`src/verilog/usp_params.svh`:
```
`ifndef USP_PARAMS_SVH
`define USP_PARAMS_SVH
// ----------------------------------------
// Clock and timing
// ----------------------------------------
`define USP_CLK_HZ 100000000
// Async: baud ticks per bit, so bit rate stays at or below a clock eighth
`define USP_OVERSAMPLE 8
`define USP_PHASE_LAST 3'h7
// Samples taken for the majority vote, centred on the bit
`define USP_VOTE_A 3'h3
`define USP_VOTE_B 3'h4
`define USP_VOTE_C 3'h5
// Infrared modulator: top rate and the least divider it implies (rounded up)
`define USP_IR_MAX_BPS 115200
`define USP_IR_MIN_DIV ((`USP_CLK_HZ + `USP_IR_MAX_BPS * `USP_OVERSAMPLE - 1) / (`USP_IR_MAX_BPS * `USP_OVERSAMPLE))
`define USP_IR_PULSE_A 3'h3
`define USP_IR_PULSE_B 3'h4
// ----------------------------------------
// Frame layout
// ----------------------------------------
`define USP_MIN_BITS 4'h5
`define USP_MAX_BITS 4'h9
`define USP_WORD_W 9
`define USP_FRAME_W 13
`define USP_FIFO_DEPTH 32
`define USP_DIV_W 12
`endif

```
`src/verilog/usp_pkg.sv`:
```
package usp_pkg;
  // Operating mode, Gray coded
  typedef enum logic [1:0] {
    USP_MODE_ASYNC = 2'h0,
    USP_MODE_SYNC = 2'h1,
    USP_MODE_SPI = 2'h3
  } usp_mode_t;
  // Receive sequence, Gray coded along the frame
  typedef enum logic [2:0] {
    USP_RX_IDLE = 3'h0,
    USP_RX_START = 3'h1,
    USP_RX_BITS = 3'h3,
    USP_RX_PAR = 3'h2,
    USP_RX_STOP = 3'h6
  } usp_rx_state_t;
endpackage

```
`src/verilog/usp_stream_if.sv`:
```
`timescale 1ns/1ns
`default_nettype none
// Valid/ready word stream between the block's own modules
interface usp_stream_if #(parameter int W = 9);
  logic [W-1:0] data;
  logic valid;
  logic ready;
  modport src (output data, output valid, input ready);
  modport snk (input data, input valid, output ready);
endinterface
`default_nettype wire

```
`src/verilog/usp_baud_gen.sv`:
```
`timescale 1ns/1ns
`default_nettype none
module usp_baud_gen import usp_pkg::*; #(
  parameter int DIV_W = 12
) (
  input wire logic clk,
  input wire logic rst_n,
  input wire logic run_in,
  input wire logic [DIV_W-1:0] div_int_in,
  input wire logic [3:0] div_frac_in,
  output logic tick_out
);
  logic [DIV_W-1:0] cnt_reg;
  logic [3:0] acc_reg;
  // Fraction accumulates in sixteenths; carry stretches one period
  wire [4:0] acc_sum = {1'b0, acc_reg} + {1'b0, div_frac_in};
  wire [DIV_W-1:0] div_eff = (div_int_in == '0) ? DIV_W'(1) : div_int_in;
  wire wrap = (cnt_reg == '0);
  wire [DIV_W-1:0] reload = div_eff - DIV_W'(1) + DIV_W'(acc_sum[4]);

  always_ff @(posedge clk or negedge rst_n) begin
    if (!rst_n) begin
      cnt_reg <= '0;
      acc_reg <= 4'h0;
      tick_out <= 1'b0;
    end else if (!run_in) begin
      cnt_reg <= '0;
      acc_reg <= 4'h0;
      tick_out <= 1'b0;
    end else begin
      tick_out <= wrap;
      cnt_reg <= wrap ? reload : cnt_reg - DIV_W'(1);
      if (wrap) begin
        acc_reg <= acc_sum[3:0];
      end
    end
  end
endmodule
`default_nettype wire

```
`src/verilog/usp_fifo.sv`:
```
`timescale 1ns/1ns
`default_nettype none
module usp_fifo import usp_pkg::*; #(
  parameter int W = 9,
  parameter int DEPTH = 32
) (
  input wire logic clk,
  input wire logic rst_n,
  usp_stream_if.snk wr,
  usp_stream_if.src rd
);
  localparam int AW = $clog2(DEPTH);
  logic [W-1:0] mem [DEPTH];
  logic [AW-1:0] wp_reg;
  logic [AW-1:0] rp_reg;
  logic [AW:0] cnt_reg;
  logic ready_reg;
  logic valid_reg;
  wire push = wr.valid && ready_reg;
  wire pop = valid_reg && rd.ready;
  wire [AW:0] cnt_next = cnt_reg + (AW+1)'(push) - (AW+1)'(pop);

  assign wr.ready = ready_reg;
  assign rd.valid = valid_reg;
  assign rd.data = mem[rp_reg];

  // Storage, written only on accepted pushes
  always_ff @(posedge clk) begin
    if (push) begin
      mem[wp_reg] <= wr.data;
    end
  end

  // Pointers and flags; full and empty are registered so ports see flops
  always_ff @(posedge clk or negedge rst_n) begin
    if (!rst_n) begin
      wp_reg <= '0;
      rp_reg <= '0;
      cnt_reg <= '0;
      ready_reg <= 1'b1;
      valid_reg <= 1'b0;
    end else begin
      wp_reg <= push ? wp_reg + AW'(1) : wp_reg;
      rp_reg <= pop ? rp_reg + AW'(1) : rp_reg;
      cnt_reg <= cnt_next;
      ready_reg <= (cnt_next != (AW+1)'(DEPTH));
      valid_reg <= (cnt_next != '0);
    end
  end
endmodule
`default_nettype wire

```
`src/verilog/usp_serial_port.sv`:
```
`timescale 1ns/1ns
`default_nettype none
`include "usp_params.svh"
module usp_serial_port import usp_pkg::*; #(
  parameter int IR_PRESENT = 1,
  parameter int FIFO_DEPTH = `USP_FIFO_DEPTH,
  parameter int DIV_W = `USP_DIV_W
) (
  // Clock and reset
  input wire logic SYS_CLK_IN,
  input wire logic ARST_N_IN,
  // Configuration
  input wire logic TX_EN_IN,
  input wire logic RX_EN_IN,
  input wire logic [1:0] MODE_IN,
  input wire logic SYNC_SLAVE_IN,
  input wire logic [3:0] DATA_BITS_IN,
  input wire logic TWO_STOP_IN,
  input wire logic PARITY_EN_IN,
  input wire logic PARITY_ODD_IN,
  input wire logic MPCM_IN,
  input wire logic IR_EN_IN,
  input wire logic [DIV_W-1:0] BAUD_INT_IN,
  input wire logic [3:0] BAUD_FRAC_IN,
  // Transmit words
  input wire logic [`USP_WORD_W-1:0] TX_DATA_IN,
  input wire logic TX_VALID_IN,
  output logic TX_READY_OUT,
  // Received words and status
  output logic [`USP_WORD_W-1:0] RX_DATA_OUT,
  output logic RX_VALID_OUT,
  input wire logic RX_READY_IN,
  output logic RX_FRAME_ERR_OUT,
  output logic RX_PARITY_ERR_OUT,
  output logic OVERRUN_OUT,
  input wire logic OVERRUN_CLR_IN,
  // Interrupt requests
  output logic TXC_IRQ_OUT,
  input wire logic TXC_CLR_IN,
  output logic DRE_IRQ_OUT,
  output logic RXC_IRQ_OUT,
  // Serial pins
  input wire logic RXD_IN,
  output logic TXD_OUT,
  input wire logic XCK_IN,
  output logic XCK_OUT,
  output logic XCK_OE_N_OUT
);
  // ----------------------------------------
  // Mode decode
  // ----------------------------------------
  wire usp_mode_t mode = usp_mode_t'(MODE_IN);
  wire is_async = (mode == USP_MODE_ASYNC);
  wire is_spi = (mode == USP_MODE_SPI);
  wire is_slave = (mode == USP_MODE_SYNC) && SYNC_SLAVE_IN;
  wire [3:0] nbits = (DATA_BITS_IN < `USP_MIN_BITS) ? `USP_MIN_BITS :
                     (DATA_BITS_IN > `USP_MAX_BITS) ? `USP_MAX_BITS : DATA_BITS_IN;
  wire par_on = PARITY_EN_IN && !is_spi;
  // modulator only on one instance, async, slow enough
  wire ir_on = (IR_PRESENT != 0) && IR_EN_IN && is_async && (32'(BAUD_INT_IN) >= `USP_IR_MIN_DIV);

  // ----------------------------------------
  // Pin synchronisers
  // ----------------------------------------
  logic rxd_s1_reg;
  logic rxd_s2_reg;
  logic xck_s1_reg;
  logic xck_s2_reg;
  logic xck_s3_reg;
  // Two flops for RXD, three for XCK; the edge detect only looks at the second and third
  always_ff @(posedge SYS_CLK_IN or negedge ARST_N_IN) begin
    if (!ARST_N_IN) begin
      rxd_s1_reg <= 1'b1;
      rxd_s2_reg <= 1'b1;
      xck_s1_reg <= 1'b0;
      xck_s2_reg <= 1'b0;
      xck_s3_reg <= 1'b0;
    end else begin
      rxd_s1_reg <= RXD_IN;
      rxd_s2_reg <= rxd_s1_reg;
      xck_s1_reg <= XCK_IN;
      xck_s2_reg <= xck_s1_reg;
      xck_s3_reg <= xck_s2_reg;
    end
  end

  // ----------------------------------------
  // Baud generator and bit clock
  // ----------------------------------------
  logic tick;
  logic xck_reg;
  logic tx_busy_reg;
  // fractional divider shared by both directions
  usp_baud_gen #(.DIV_W(DIV_W)) u_baud (
    .clk(SYS_CLK_IN),
    .rst_n(ARST_N_IN),
    .run_in(TX_EN_IN || RX_EN_IN),
    .div_int_in(BAUD_INT_IN),
    .div_frac_in(BAUD_FRAC_IN),
    .tick_out(tick)
  );
  wire ext_rise = xck_s2_reg && !xck_s3_reg;
  wire ext_fall = !xck_s2_reg && xck_s3_reg;
  // slave edges come from the pin
  wire sync_rise = is_slave ? ext_rise : (tick && !xck_reg && tx_busy_reg);
  wire sync_fall = is_slave ? ext_fall : (tick && xck_reg);
  wire master_clk = !is_async && !is_slave;

  // ----------------------------------------
  // Transmit FIFO
  // ----------------------------------------
  usp_stream_if #(.W(`USP_WORD_W)) tx_wr ();
  usp_stream_if #(.W(`USP_WORD_W)) tx_rd ();
  assign tx_wr.data = TX_DATA_IN;
  assign tx_wr.valid = TX_VALID_IN;
  // words queue ahead of the shifter
  usp_fifo #(.W(`USP_WORD_W), .DEPTH(FIFO_DEPTH)) u_tx_fifo (
    .clk(SYS_CLK_IN),
    .rst_n(ARST_N_IN),
    .wr(tx_wr),
    .rd(tx_rd)
  );
  // Both come from the FIFO's registered ready
  assign TX_READY_OUT = tx_wr.ready;
  // data register empty follows free space
  assign DRE_IRQ_OUT = tx_wr.ready;

  // ----------------------------------------
  // Transmit frame build
  // ----------------------------------------
  logic [`USP_FRAME_W-1:0] tx_shift_reg;
  logic [3:0] tx_left_reg;
  logic [2:0] tx_phase_reg;
  logic txc_reg;
  logic txd_reg;
  logic xck_oe_n_reg;
  wire [`USP_WORD_W-1:0] tx_dmask = tx_rd.data & ~(9'h1FF << nbits);
  wire tx_par = (^tx_dmask) ^ PARITY_ODD_IN;
  // Stop bits are ones, so an extra one above a single stop is harmless
  wire [2:0] tx_tail = par_on ? {2'h3, tx_par} : 3'h7;
  // start, data, parity, stops, LSB first
  wire [`USP_FRAME_W-1:0] tx_async_frame = ({10'h000, tx_tail} << (nbits + 4'h1)) | {3'h0, tx_dmask, 1'b0};
  wire [3:0] tx_async_len = 4'h1 + nbits + {3'h0, par_on} + (TWO_STOP_IN ? 4'h2 : 4'h1);
  // SPI sends bare data, no start or stop
  wire [`USP_FRAME_W-1:0] tx_frame = is_spi ? {4'h0, tx_dmask} : tx_async_frame;
  wire [3:0] tx_len = is_spi ? nbits : tx_async_len;
  wire tx_bit_end = tx_busy_reg && (is_async ? (tick && tx_phase_reg == `USP_PHASE_LAST) : sync_fall);
  wire tx_last = (tx_left_reg == 4'h1);
  // next word loads in the last bit's final cycle
  wire tx_load = (!tx_busy_reg || (tx_bit_end && tx_last)) && tx_rd.valid && TX_EN_IN;
  assign tx_rd.ready = tx_load;
  // complete when shifter and queue both drain
  wire txc_set = tx_bit_end && tx_last && !tx_load;
  // low pulse in the bit centre for a zero
  wire ir_pulse = tx_busy_reg && !tx_shift_reg[0] &&
                  (tx_phase_reg == `USP_IR_PULSE_A || tx_phase_reg == `USP_IR_PULSE_B);
  wire txd_next = ir_on ? !ir_pulse : (tx_busy_reg ? tx_shift_reg[0] : !is_spi);

  // ----------------------------------------
  // Transmit shifter
  // ----------------------------------------
  // runs apart from the receiver
  always_ff @(posedge SYS_CLK_IN or negedge ARST_N_IN) begin
    if (!ARST_N_IN) begin
      tx_shift_reg <= '1;
      tx_left_reg <= 4'h0;
      tx_busy_reg <= 1'b0;
    end else if (tx_load) begin
      tx_shift_reg <= tx_frame;
      tx_left_reg <= tx_len;
      tx_busy_reg <= 1'b1;
    end else if (tx_bit_end) begin
      tx_shift_reg <= {1'b1, tx_shift_reg[`USP_FRAME_W-1:1]};
      tx_left_reg <= tx_left_reg - 4'h1;
      tx_busy_reg <= !tx_last;
    end
  end

  // Bit phase restarts with each frame so bit edges stay on tick boundaries
  always_ff @(posedge SYS_CLK_IN or negedge ARST_N_IN) begin
    if (!ARST_N_IN) begin
      tx_phase_reg <= 3'h0;
    end else if (tx_load) begin
      tx_phase_reg <= 3'h0;
    end else if (tick) begin
      tx_phase_reg <= tx_phase_reg + 3'h1;
    end
  end

  // master clock toggles once per tick, two ticks a bit
  always_ff @(posedge SYS_CLK_IN or negedge ARST_N_IN) begin
    if (!ARST_N_IN) begin
      xck_reg <= 1'b0;
    end else if (master_clk && tick && (tx_busy_reg || xck_reg)) begin
      xck_reg <= !xck_reg;
    end
  end

  // same pin drive in both modes; enable low while driving
  always_ff @(posedge SYS_CLK_IN or negedge ARST_N_IN) begin
    if (!ARST_N_IN) begin
      txd_reg <= 1'b1;
      xck_oe_n_reg <= 1'b1;
      txc_reg <= 1'b0;
    end else begin
      txd_reg <= txd_next;
      xck_oe_n_reg <= !master_clk;
      txc_reg <= txc_set || (txc_reg && !TXC_CLR_IN);
    end
  end
  assign TXD_OUT = txd_reg;
  assign XCK_OUT = xck_reg;
  assign XCK_OE_N_OUT = xck_oe_n_reg;
  assign TXC_IRQ_OUT = txc_reg;

  // ----------------------------------------
  // Receive sampling
  // ----------------------------------------
  usp_rx_state_t rx_state_reg;
  usp_rx_state_t rx_state_next;
  logic [3:0] rx_cnt_reg;
  logic [3:0] rx_cnt_next;
  logic [2:0] rx_phase_reg;
  logic [`USP_WORD_W-1:0] rx_data_reg;
  logic rx_perr_reg;
  logic vote_a_reg;
  logic vote_b_reg;
  logic ir_low_reg;
  // majority of three centre samples filters glitches
  wire vote = (vote_a_reg & vote_b_reg) | (vote_a_reg & rxd_s2_reg) | (vote_b_reg & rxd_s2_reg);
  // any pulse seen in the bit reads as zero
  wire rx_val = !is_async ? rxd_s2_reg : (ir_on ? !(ir_low_reg || !rxd_s2_reg) : vote);
  // decide at the third centre sample
  wire rx_strobe = (rx_state_reg != USP_RX_IDLE) &&
                   (is_async ? (tick && rx_phase_reg == `USP_VOTE_C) : sync_rise);
  wire rx_start_async = RX_EN_IN && is_async && rx_state_reg == USP_RX_IDLE && tick && !rxd_s2_reg;
  wire rx_start_sync = RX_EN_IN && rx_state_reg == USP_RX_IDLE &&
                       ((is_spi && tx_load) || (!is_async && !is_spi && sync_rise && !rxd_s2_reg));
  wire rx_last = (rx_cnt_reg == nbits - 4'h1);
  wire [`USP_WORD_W-1:0] rx_data_fin = rx_data_reg | (9'(rx_val) << rx_cnt_reg);

  // Vote samples and pulse catcher, one bit at a time
  always_ff @(posedge SYS_CLK_IN or negedge ARST_N_IN) begin
    if (!ARST_N_IN) begin
      vote_a_reg <= 1'b1;
      vote_b_reg <= 1'b1;
      ir_low_reg <= 1'b0;
    end else if (tick) begin
      vote_a_reg <= (rx_phase_reg == `USP_VOTE_A) ? rxd_s2_reg : vote_a_reg;
      vote_b_reg <= (rx_phase_reg == `USP_VOTE_B) ? rxd_s2_reg : vote_b_reg;
      ir_low_reg <= rx_start_async || ((rx_phase_reg != `USP_PHASE_LAST) && (ir_low_reg || !rxd_s2_reg));
    end
  end

  // ----------------------------------------
  // Receive sequence
  // ----------------------------------------
  always_comb begin
    rx_state_next = rx_state_reg;
    rx_cnt_next = rx_cnt_reg;
    case (rx_state_reg)
      USP_RX_START: begin
        // start gone by mid-bit is false
        rx_state_next = rx_val ? USP_RX_IDLE : USP_RX_BITS;
        rx_cnt_next = 4'h0;
      end
      USP_RX_BITS: begin
        rx_cnt_next = rx_cnt_reg + 4'h1;
        if (rx_last) begin
          rx_state_next = is_spi ? USP_RX_IDLE : (par_on ? USP_RX_PAR : USP_RX_STOP);
        end
      end
      USP_RX_PAR: begin
        rx_state_next = USP_RX_STOP;
      end
      default: begin
        rx_state_next = USP_RX_IDLE;
      end
    endcase
  end

  // Only the first stop bit is checked so a second one may overlap
  always_ff @(posedge SYS_CLK_IN or negedge ARST_N_IN) begin
    if (!ARST_N_IN) begin
      rx_state_reg <= USP_RX_IDLE;
      rx_cnt_reg <= 4'h0;
      rx_data_reg <= '0;
      rx_perr_reg <= 1'b0;
    end else if (!RX_EN_IN) begin
      rx_state_reg <= USP_RX_IDLE;
    end else if (rx_start_async || rx_start_sync) begin
      rx_state_reg <= rx_start_async ? USP_RX_START : USP_RX_BITS;
      rx_cnt_reg <= 4'h0;
      rx_data_reg <= '0;
      rx_perr_reg <= 1'b0;
    end else if (rx_strobe) begin
      rx_state_reg <= rx_state_next;
      rx_cnt_reg <= rx_cnt_next;
      rx_data_reg <= (rx_state_reg == USP_RX_BITS) ? rx_data_fin : rx_data_reg;
      if (rx_state_reg == USP_RX_PAR) begin
        rx_perr_reg <= rx_val != ((^rx_data_reg) ^ PARITY_ODD_IN);
      end
    end
  end

  always_ff @(posedge SYS_CLK_IN or negedge ARST_N_IN) begin
    if (!ARST_N_IN) begin
      rx_phase_reg <= 3'h0;
    end else if (rx_start_async) begin
      rx_phase_reg <= 3'h1;
    end else if (tick) begin
      rx_phase_reg <= rx_phase_reg + 3'h1;
    end
  end

  // ----------------------------------------
  // Receive holding register
  // ----------------------------------------
  logic rx_valid_reg;
  logic [`USP_WORD_W-1:0] rx_out_reg;
  logic ferr_reg;
  logic perr_reg;
  logic ovr_reg;
  wire rx_done = rx_strobe && RX_EN_IN &&
                 ((rx_state_reg == USP_RX_BITS && rx_last && is_spi) || rx_state_reg == USP_RX_STOP);
  // Only the last SPI bit still needs merging; a stop level must stay out of the word
  wire [`USP_WORD_W-1:0] rx_word = (rx_state_reg == USP_RX_BITS) ? rx_data_fin : rx_data_reg;
  wire [3:0] addr_idx = nbits - 4'h1;
  // without the address mark, frames are dropped
  wire mp_drop = MPCM_IN && !is_spi && !rx_word[addr_idx];
  wire rx_deliver = rx_done && !mp_drop;
  // a full holding register loses the new word
  wire ovr_set = rx_deliver && rx_valid_reg && !RX_READY_IN;

  always_ff @(posedge SYS_CLK_IN or negedge ARST_N_IN) begin
    if (!ARST_N_IN) begin
      rx_valid_reg <= 1'b0;
      rx_out_reg <= '0;
      ferr_reg <= 1'b0;
      perr_reg <= 1'b0;
    end else if (rx_deliver && !ovr_set) begin
      rx_valid_reg <= 1'b1;
      rx_out_reg <= rx_word;
      // stop bit low marks a framing error
      ferr_reg <= !is_spi && !rx_val;
      perr_reg <= !is_spi && rx_perr_reg;
    end else if (rx_valid_reg && RX_READY_IN) begin
      rx_valid_reg <= 1'b0;
    end
  end

  // Overrun is sticky; a new overrun beats a clear in the same cycle
  always_ff @(posedge SYS_CLK_IN or negedge ARST_N_IN) begin
    if (!ARST_N_IN) begin
      ovr_reg <= 1'b0;
    end else begin
      ovr_reg <= ovr_set || (ovr_reg && !OVERRUN_CLR_IN);
    end
  end
  assign RX_VALID_OUT = rx_valid_reg;
  // receive complete while a word waits
  assign RXC_IRQ_OUT = rx_valid_reg;
  assign RX_DATA_OUT = rx_out_reg;
  assign RX_FRAME_ERR_OUT = ferr_reg;
  assign RX_PARITY_ERR_OUT = perr_reg;
  assign OVERRUN_OUT = ovr_reg;
endmodule
`default_nettype wire

```
`config.mk`:
```
export PLATFORM = sky130hd
export DESIGN_NAME = usp_serial_port
export DESIGN_NICKNAME = d
export VERILOG_FILES = /design/src/verilog/usp_pkg.sv /design/src/verilog/usp_stream_if.sv /design/src/verilog/usp_baud_gen.sv /design/src/verilog/usp_fifo.sv /design/src/verilog/usp_serial_port.sv
export VERILOG_INCLUDE_DIRS = /design/src /design/src/verilog
export SDC_FILE = /design/constraint.sdc
export NUM_CORES = 1
export LEC_CHECK = 0
export BUFFER_PORTS_ARGS = -buffer_cell sky130_fd_sc_hd__clkbuf_2
export CAP_MARGIN = 20
export CELL_PAD_IN_SITES_DETAIL_PLACEMENT = 1
export CELL_PAD_IN_SITES_GLOBAL_PLACEMENT = 1
export CORE_MARGIN = 5
export CORE_UTILIZATION = 45
export DETAILED_ROUTE_END_ITERATION = 16
export PLACE_DENSITY_LB_ADDON = 0.05
export SYNTH_ARGS = -nofsm -noshare
export SYNTH_HDL_FRONTEND = slang
export SYNTH_SLANG_ARGS = --single-unit
```
`constraint.sdc`:
```
create_clock -name SYS_CLK_IN -period 10.14 [get_ports SYS_CLK_IN]
set_clock_uncertainty 0.15 [all_clocks]
set_input_delay 3.042 -clock SYS_CLK_IN [delete_from_list [all_inputs] [get_ports SYS_CLK_IN]]
set_output_delay 3.042 -clock SYS_CLK_IN [all_outputs]
set_load 0.05 [all_outputs]
```
==> results_dict.tcl, run 1 <==
set metrics [dict create \
    clockPowerShare_pct 30.3 \
    critical_path_class "in2reg" \
    worstPathRequired_ns 10.42 \
    post-cts-setup-buffer-count 0 \
    row_count 72 \
    min_period_over_period_pct 71.6 \
    p_leak_nw 7.17 \
    synth_common_cells "edfxtp_1, nor2_1, dfrtp_1, nand2_1, mux4_2" \
    synth_top_family_by_area "multiplexers" \
    synth_top_area_cell "edfxtp_1" \
    synth_cell_types 88 \
    maxCapViolCount 0 \
    cp.arrival_ns 7.54 \
    tightest_slew_ns 1.01 \
    syn_area_um2 17600 \
    die_y_um 208 \
    grt_pass1_vias 10900 \
    muxShareOfSynthArea_pct 11.1 \
    async_flop_share_pct 26.0 \
    gp_congestion 0.779 \
    synth-xor-area-share_pct 3.15 \
    ir_drop_uv 152 \
    end_kind "register" \
    cts_buffer_depth 3 \
    vias 10100 \
    cts_htree_levels 2 \
    synth_area_leaders "edfxtp_1, dfrtp_1, mux4_2" \
    wire_per_inst_um 23.3 \
    synthToLayoutAreaGrowth_pct 11.4 \
    largest_reg_flops 288 \
    path_clk_slew_ns 0.06 \
    dr.pass1.iters 5 \
    cts_resized 0 \
    sequentialPowerShare_pct 42.9 \
    start_util_pct 45.5 \
    path_max_fanout 27 \
    synth_edf_count 288 \
    min_path_type "reg2reg" \
    wl_mm 42.2 \
    initialDrtViolationCount 646 \
    grt_usage_pct 19.5 \
    antenna_found_initial 0 \
    rsz0062_at_grt "no" \
    numCtsBuffers 43 \
    swShare_pct 31.0 \
    clkSinkCount 389 \
    critPathLaunchType "primary input" \
    min_period_ns 7.26 \
    yosysWarningCount 0 \
    p_int_mw 3.40 \
    fp.coreArea_um2 38700 \
    timing.slew.headroom_pct 31.3 \
    antennaDiodeCount 0 \
    fp.dieW_um 208 \
    fmax_mhz 138 \
    port_buffers 66 \
    finalHoldViolations 0 \
    cts-root-buf "clkbuf_16" \
    p_sw_mw 1.53 \
    die_area_um2 43200 \
    ys_seq_area_share_pct 63.6 \
    p_total_mw 4.93 \
    power.density_nw_per_um2 251 \
    syn_area_per_cell_um2 14.7 \
    cts_tree "done" \
    yosysMostFrequentCell "edfxtp_1" \
    clk_latency_ns 0.57 \
    ys_seq_elements 389 \
    synthAdderAreaFrac_pct 3.29 \
    synth_compound_area_share_pct 7.77 \
    syn_nets 1291 \
    grt_max_degree 76 \
    final-setup-viol-count 0 \
    final_nets 1354 \
    synthSimpleGateAreaFrac_pct 7.67 \
    io_pins 67 \
    hold_buffers 0 \
    syn_inst 1200 \
    setup_tns_ns 0 \
    drc 0 \
    fillers 3798 \
    viasPerCell 5.57 \
    fin_util_pct 50.7 \
    drv_slew 0 \
    yosysTopAreaCellShare_pct 49.1 \
    synth_ff_type "edfxtp_1" \
    grt_pass1_wl_mm 65.8 \
    comb_power_share_pct 26.8 \
    status "finished, final reports clean" \
    layout-drive-gt1-share_pct 19.2 \
    ant_nets 0 \
    dp_hpwl_mm 27.2 \
    grt_overflow 0 \
]
power groups by stage:
stage / registers, mW / logic (mW) / clock network [mW]
2_1_floorplan: 2.05 / 1.09 / 0
3_3_place_gp: 2.14 / 1.32 / 0
4_1_cts: 2.12 / 1.35 / 1.53
6_report: 2.11 / 1.32 / 1.49
5_1_grt: 2.14 / 1.46 / 1.61
3_5_place_dp: 2.15 / 1.35 / 0
worst paths after layout:
check,to,depth (start not counted),from,slack (ns)
setup / recovery,u_tx_fifo.rd.valid,22,MODE_IN[0],2.88
hold / removal,rxd_s2_reg,0,rxd_s1_reg,0.21
setup reg to reg,tx_shift_reg[1],12,u_tx_fifo.rp_reg[0],4.94
hold reg to reg,rxd_s2_reg,0,rxd_s1_reg,0.21
max in group asynchronous,u_tx_fifo.wr.ready,3,ARST_N_IN,6.62
min in group asynchronous,u_baud.cnt_reg[10],1,ARST_N_IN,2.26
area by class of cell:
| cell class | count | area, um^2 | share of cell area, % |
|---|---|---|---|
| clock inverter | 22 | 205 | 1.05 |
| timing repair buffer | 81 | 469 | 2.39 |
| multi-input combinational | 704 | 5820 | 29.6 |
| clock buffer | 55 | 1120 | 5.71 |
| inverter | 44 | 165 | 0.841 |
| tap | 518 | 648 | 3.30 |
| sequential | 389 | 11200 | 57.1 |
cell usage in the layout (no fill, tap or decap), types with 5 or more instances in the layout:
master and n:
dfrtp_1 79, ha_1 40, nor3_1 14, nand3_1 18, clkbuf_2 65, nand4_1 5, o211ai_1 5, nand2_1 68
o21ai_0 29, a211o_1 5, nand3b_1 7, a22o_1 6, mux2i_1 50, a21oi_1 47, clkbuf_1 12, o221ai_1 6
nor2b_1 12, xnor2_1 44, xor2_1 15, and2_1 6, inv_1 44, a31oi_1 16, dfstp_2 20, a221oi_1 5
edfxtp_1 288, buf_4 14, clkbuf_16 43, nand2b_1 6, and3_1 6, mux4_1 5, mux4_2 55, nor2_1 116
clkinv_1 6, o22ai_1 9, a21o_1 7, a22oi_1 6, mux2_2 7, clkinv_2 8, a211oi_1 17
worst max-delay path, stage by stage:
cell and delay (ns):
clkbuf_2 0.11, inv_1 0.05, ha_1 0.30, nor2_1 0.22
a22o_1 0.16, a21oi_1 0.07, o21ai_0 0.26, nand3_1 0.67
inv_1 0.34, buf_4 0.34, ha_1 0.29, inv_1 0.06
ha_1 0.16, inv_1 0.06, fa_1 0.42, inv_1 0.07
a21o_1 0.11, a21oi_1 0.07, xnor2_1 0.14, nor2_1 0.11
nor4b_1 0.37, nand2b_1 0.10
cells by family (layout without fill, tap and decap cells):
kind of cell / Yosys count / after routing
flops: 389 / 389
buf+inv: 107 / 202
xor+xnor: 61 / 61
mux: 118 / 118
fa+ha+maj: 44 / 44
compound gates: 198 / 198
simple gates: 283 / 283
per-layer routing:
layer | track usage, % | share of wire (%)
met1 | 26.3 | 44
met2 | 33.5 | 51
met3 | 3.52 | 3.6
met4 | 3.81 | 1.5
met5 | 0 | 0
stage by stage:
| step | hold WS [ns] | setup slack, ns | instance area, um^2 | instances |
|---|---|---|---|---|
| after global routing | 0.211 | 2.39 | 19600 | 1813 |
| after global placement | 0.194 | 2.51 | 18300 | 1733 |
| after floorplan | 0.181 | 3.69 | 17600 | 1200 |
| after detailed placement | 0.201 | 2.33 | 18300 | 1734 |
| after CTS | 0.211 | 2.90 | 19600 | 1811 |
| final | 0.208 | 2.88 | 19600 | 1813 |
Power figures use the tool's default switching activity.
==> run 2: changes to the inputs <==
Clock period 10.14 ns to 5.8 ns, I/O delays scaled along.
==> run 2 against run 1 <==
  * Cell area is 0.59% higher
  * Clock power rose by 75%
  * Die area did not move
  * Sequential power is 73% higher
  * Largest power group unchanged
  * Highest routed layer unchanged
==> results_dict.tcl, run 2 (synthesized netlist as in run 1, its figures left out) <==
set metrics [dict create \
    layout-drive-gt1-share_pct 20.0 \
    port_buffers 66 \
    min_path_type "reg2reg" \
    gp_congestion 0.797 \
    grt_pass1_wl_mm 67.1 \
    min_from "xck_s1_reg" \
    cts_buffer_depth 3 \
    final_nets 1372 \
    antennaDiodeCount 0 \
    maxCapViolCount 0 \
    startpoint "MODE_IN[1]" \
    top_usage_layer "met2" \
    grtUsageMet3_pct 2.96 \
    ant_nets 0 \
    p_total_mw 8.65 \
    setup_slack_ns 0.970 \
    numCtsBuffers 43 \
    worstHoldPathCells 0 \
    fp.coreArea_um2 38700 \
    r2r-start "u_tx_fifo.rp_reg[0]" \
    clkSinkCount 389 \
    ir_drop_uv 280 \
    p_leak_nw 7.25 \
    cts_resized 0 \
    post-cts-setup-buffer-count 0 \
    met2_usage_pct 35.2 \
    grt_overflow 0 \
    most-common-layout-cells "edfxtp_1, nor2_1, dfrtp_1" \
    dr.pass1.iters 4 \
    synthToLayoutAreaGrowth_pct 12.1 \
    min_period_ns 4.83 \
    cts_htree_levels 2 \
    fillers 3798 \
    reg2reg_depth 12 \
    finalHoldViolations 0 \
    cts-root-buf "clkbuf_16" \
    initialDrtViolationCount 669 \
    final_cells 1831 \
    viasPerCell 5.57 \
    grt_max_degree 43 \
    tightest_slew_ns 1.05 \
    grt_pass1_vias 11100 \
    path_max_fanout 3 \
    dp.cells 1753 \
    clk_latency_ns 0.58 \
    use_met1_pct 26.0 \
    setup_tns_ns 0 \
    wl_mm 43.0 \
    die_y_um 208 \
    drv_slew 0 \
    rsz0062_at_grt "no" \
    pre_cts_slack_ns 0.439 \
    io_pins 67 \
    drc 0 \
    cp.arrival_ns 5.11 \
    end_kind "register" \
    fmax_mhz 207 \
    dp_hpwl_mm 28.6 \
    antenna_found_initial 0 \
    rrSetupSlack_ns 1.53 \
    hold_buffers 0 \
    fin_util_pct 51.0 \
    final-setup-viol-count 0 \
    fin_area_um2 19800 \
    min_period_over_period_pct 83.3 \
    min_to "xck_s2_reg" \
    power.density_nw_per_um2 438 \
    critPathLaunchType "primary input" \
    timing.slew.headroom_pct 30.0 \
    wire_per_inst_um 23.5 \
    final_common_cell "edfxtp_1" \
    cts_tree "done" \
    die_area_um2 43200 \
    holdWs_ns 0.207 \
    largest_reg_flops 288 \
    grt_usage_pct 19.9 \
    row_count 72 \
    rr_endpoint "tx_shift_reg[5]" \
    status "finished, final reports clean" \
    fp.dieW_um 208 \
    critical_path_class "in2reg" \
    vias 10200 \
    path_clk_slew_ns 0.06 \
    worstPathRequired_ns 6.08 \
    start_util_pct 45.5 \
    dpl_cell_area_um2 18400 \
]
[run 2: area by class of cell]
class	count	area (um^2)	share of cell area, %
inverter	44	165	0.836
timing repair buffer	99	597	3.02
multi-input combinational	704	5820	29.5
sequential	389	11200	56.7
clock inverter	20	186	0.944
tap	518	648	3.28
clock buffer	57	1130	5.71
[run 2: layer usage]
layer / wire [um] / up-vias
met4: 863 / 0
met1: 18500 / 5285
met3: 1480 / 45
met2: 22200 / 170
met5: 0 / -
li1: - / 4706
[run 2: power breakdown]
group	switching [mW]	internal (mW)
clock network	1.10	1.50
registers	0.281	3.37
logic	1.30	1.09
[run 2: worst max-delay path by stage]
stage | endpoint | slack (ns) | cells past startpoint
after floorplan | u_tx_fifo.rd.valid | 0.65 | 23
after global placement | u_tx_fifo.rd.valid | 0.52 | 22
after detailed placement | u_tx_fifo.rd.valid | 0.44 | 22
after CTS | u_tx_fifo.rd.valid | 1.04 | 22
after global routing | u_tx_fifo.rd.valid | 0.61 | 22
final | u_tx_fifo.rd.valid | 0.97 | 22
[run 2: worst max-delay path: stages]
cell      delay (ns)
clkbuf_2        0.09
inv_1           0.05
ha_1            0.18
and2_1          0.18
nor2_1          0.17
a22o_1          0.16
a21oi_1         0.07
o21ai_0         0.26
nand3_1         0.19
inv_1           0.12
ha_1            0.23
inv_1           0.06
ha_1            0.15
inv_1           0.06
fa_1            0.42
inv_1           0.07
a21o_1          0.11
a21oi_1         0.09
xnor2_1         0.15
nor2_1          0.09
nor4b_1         0.35
nand2b_1        0.11
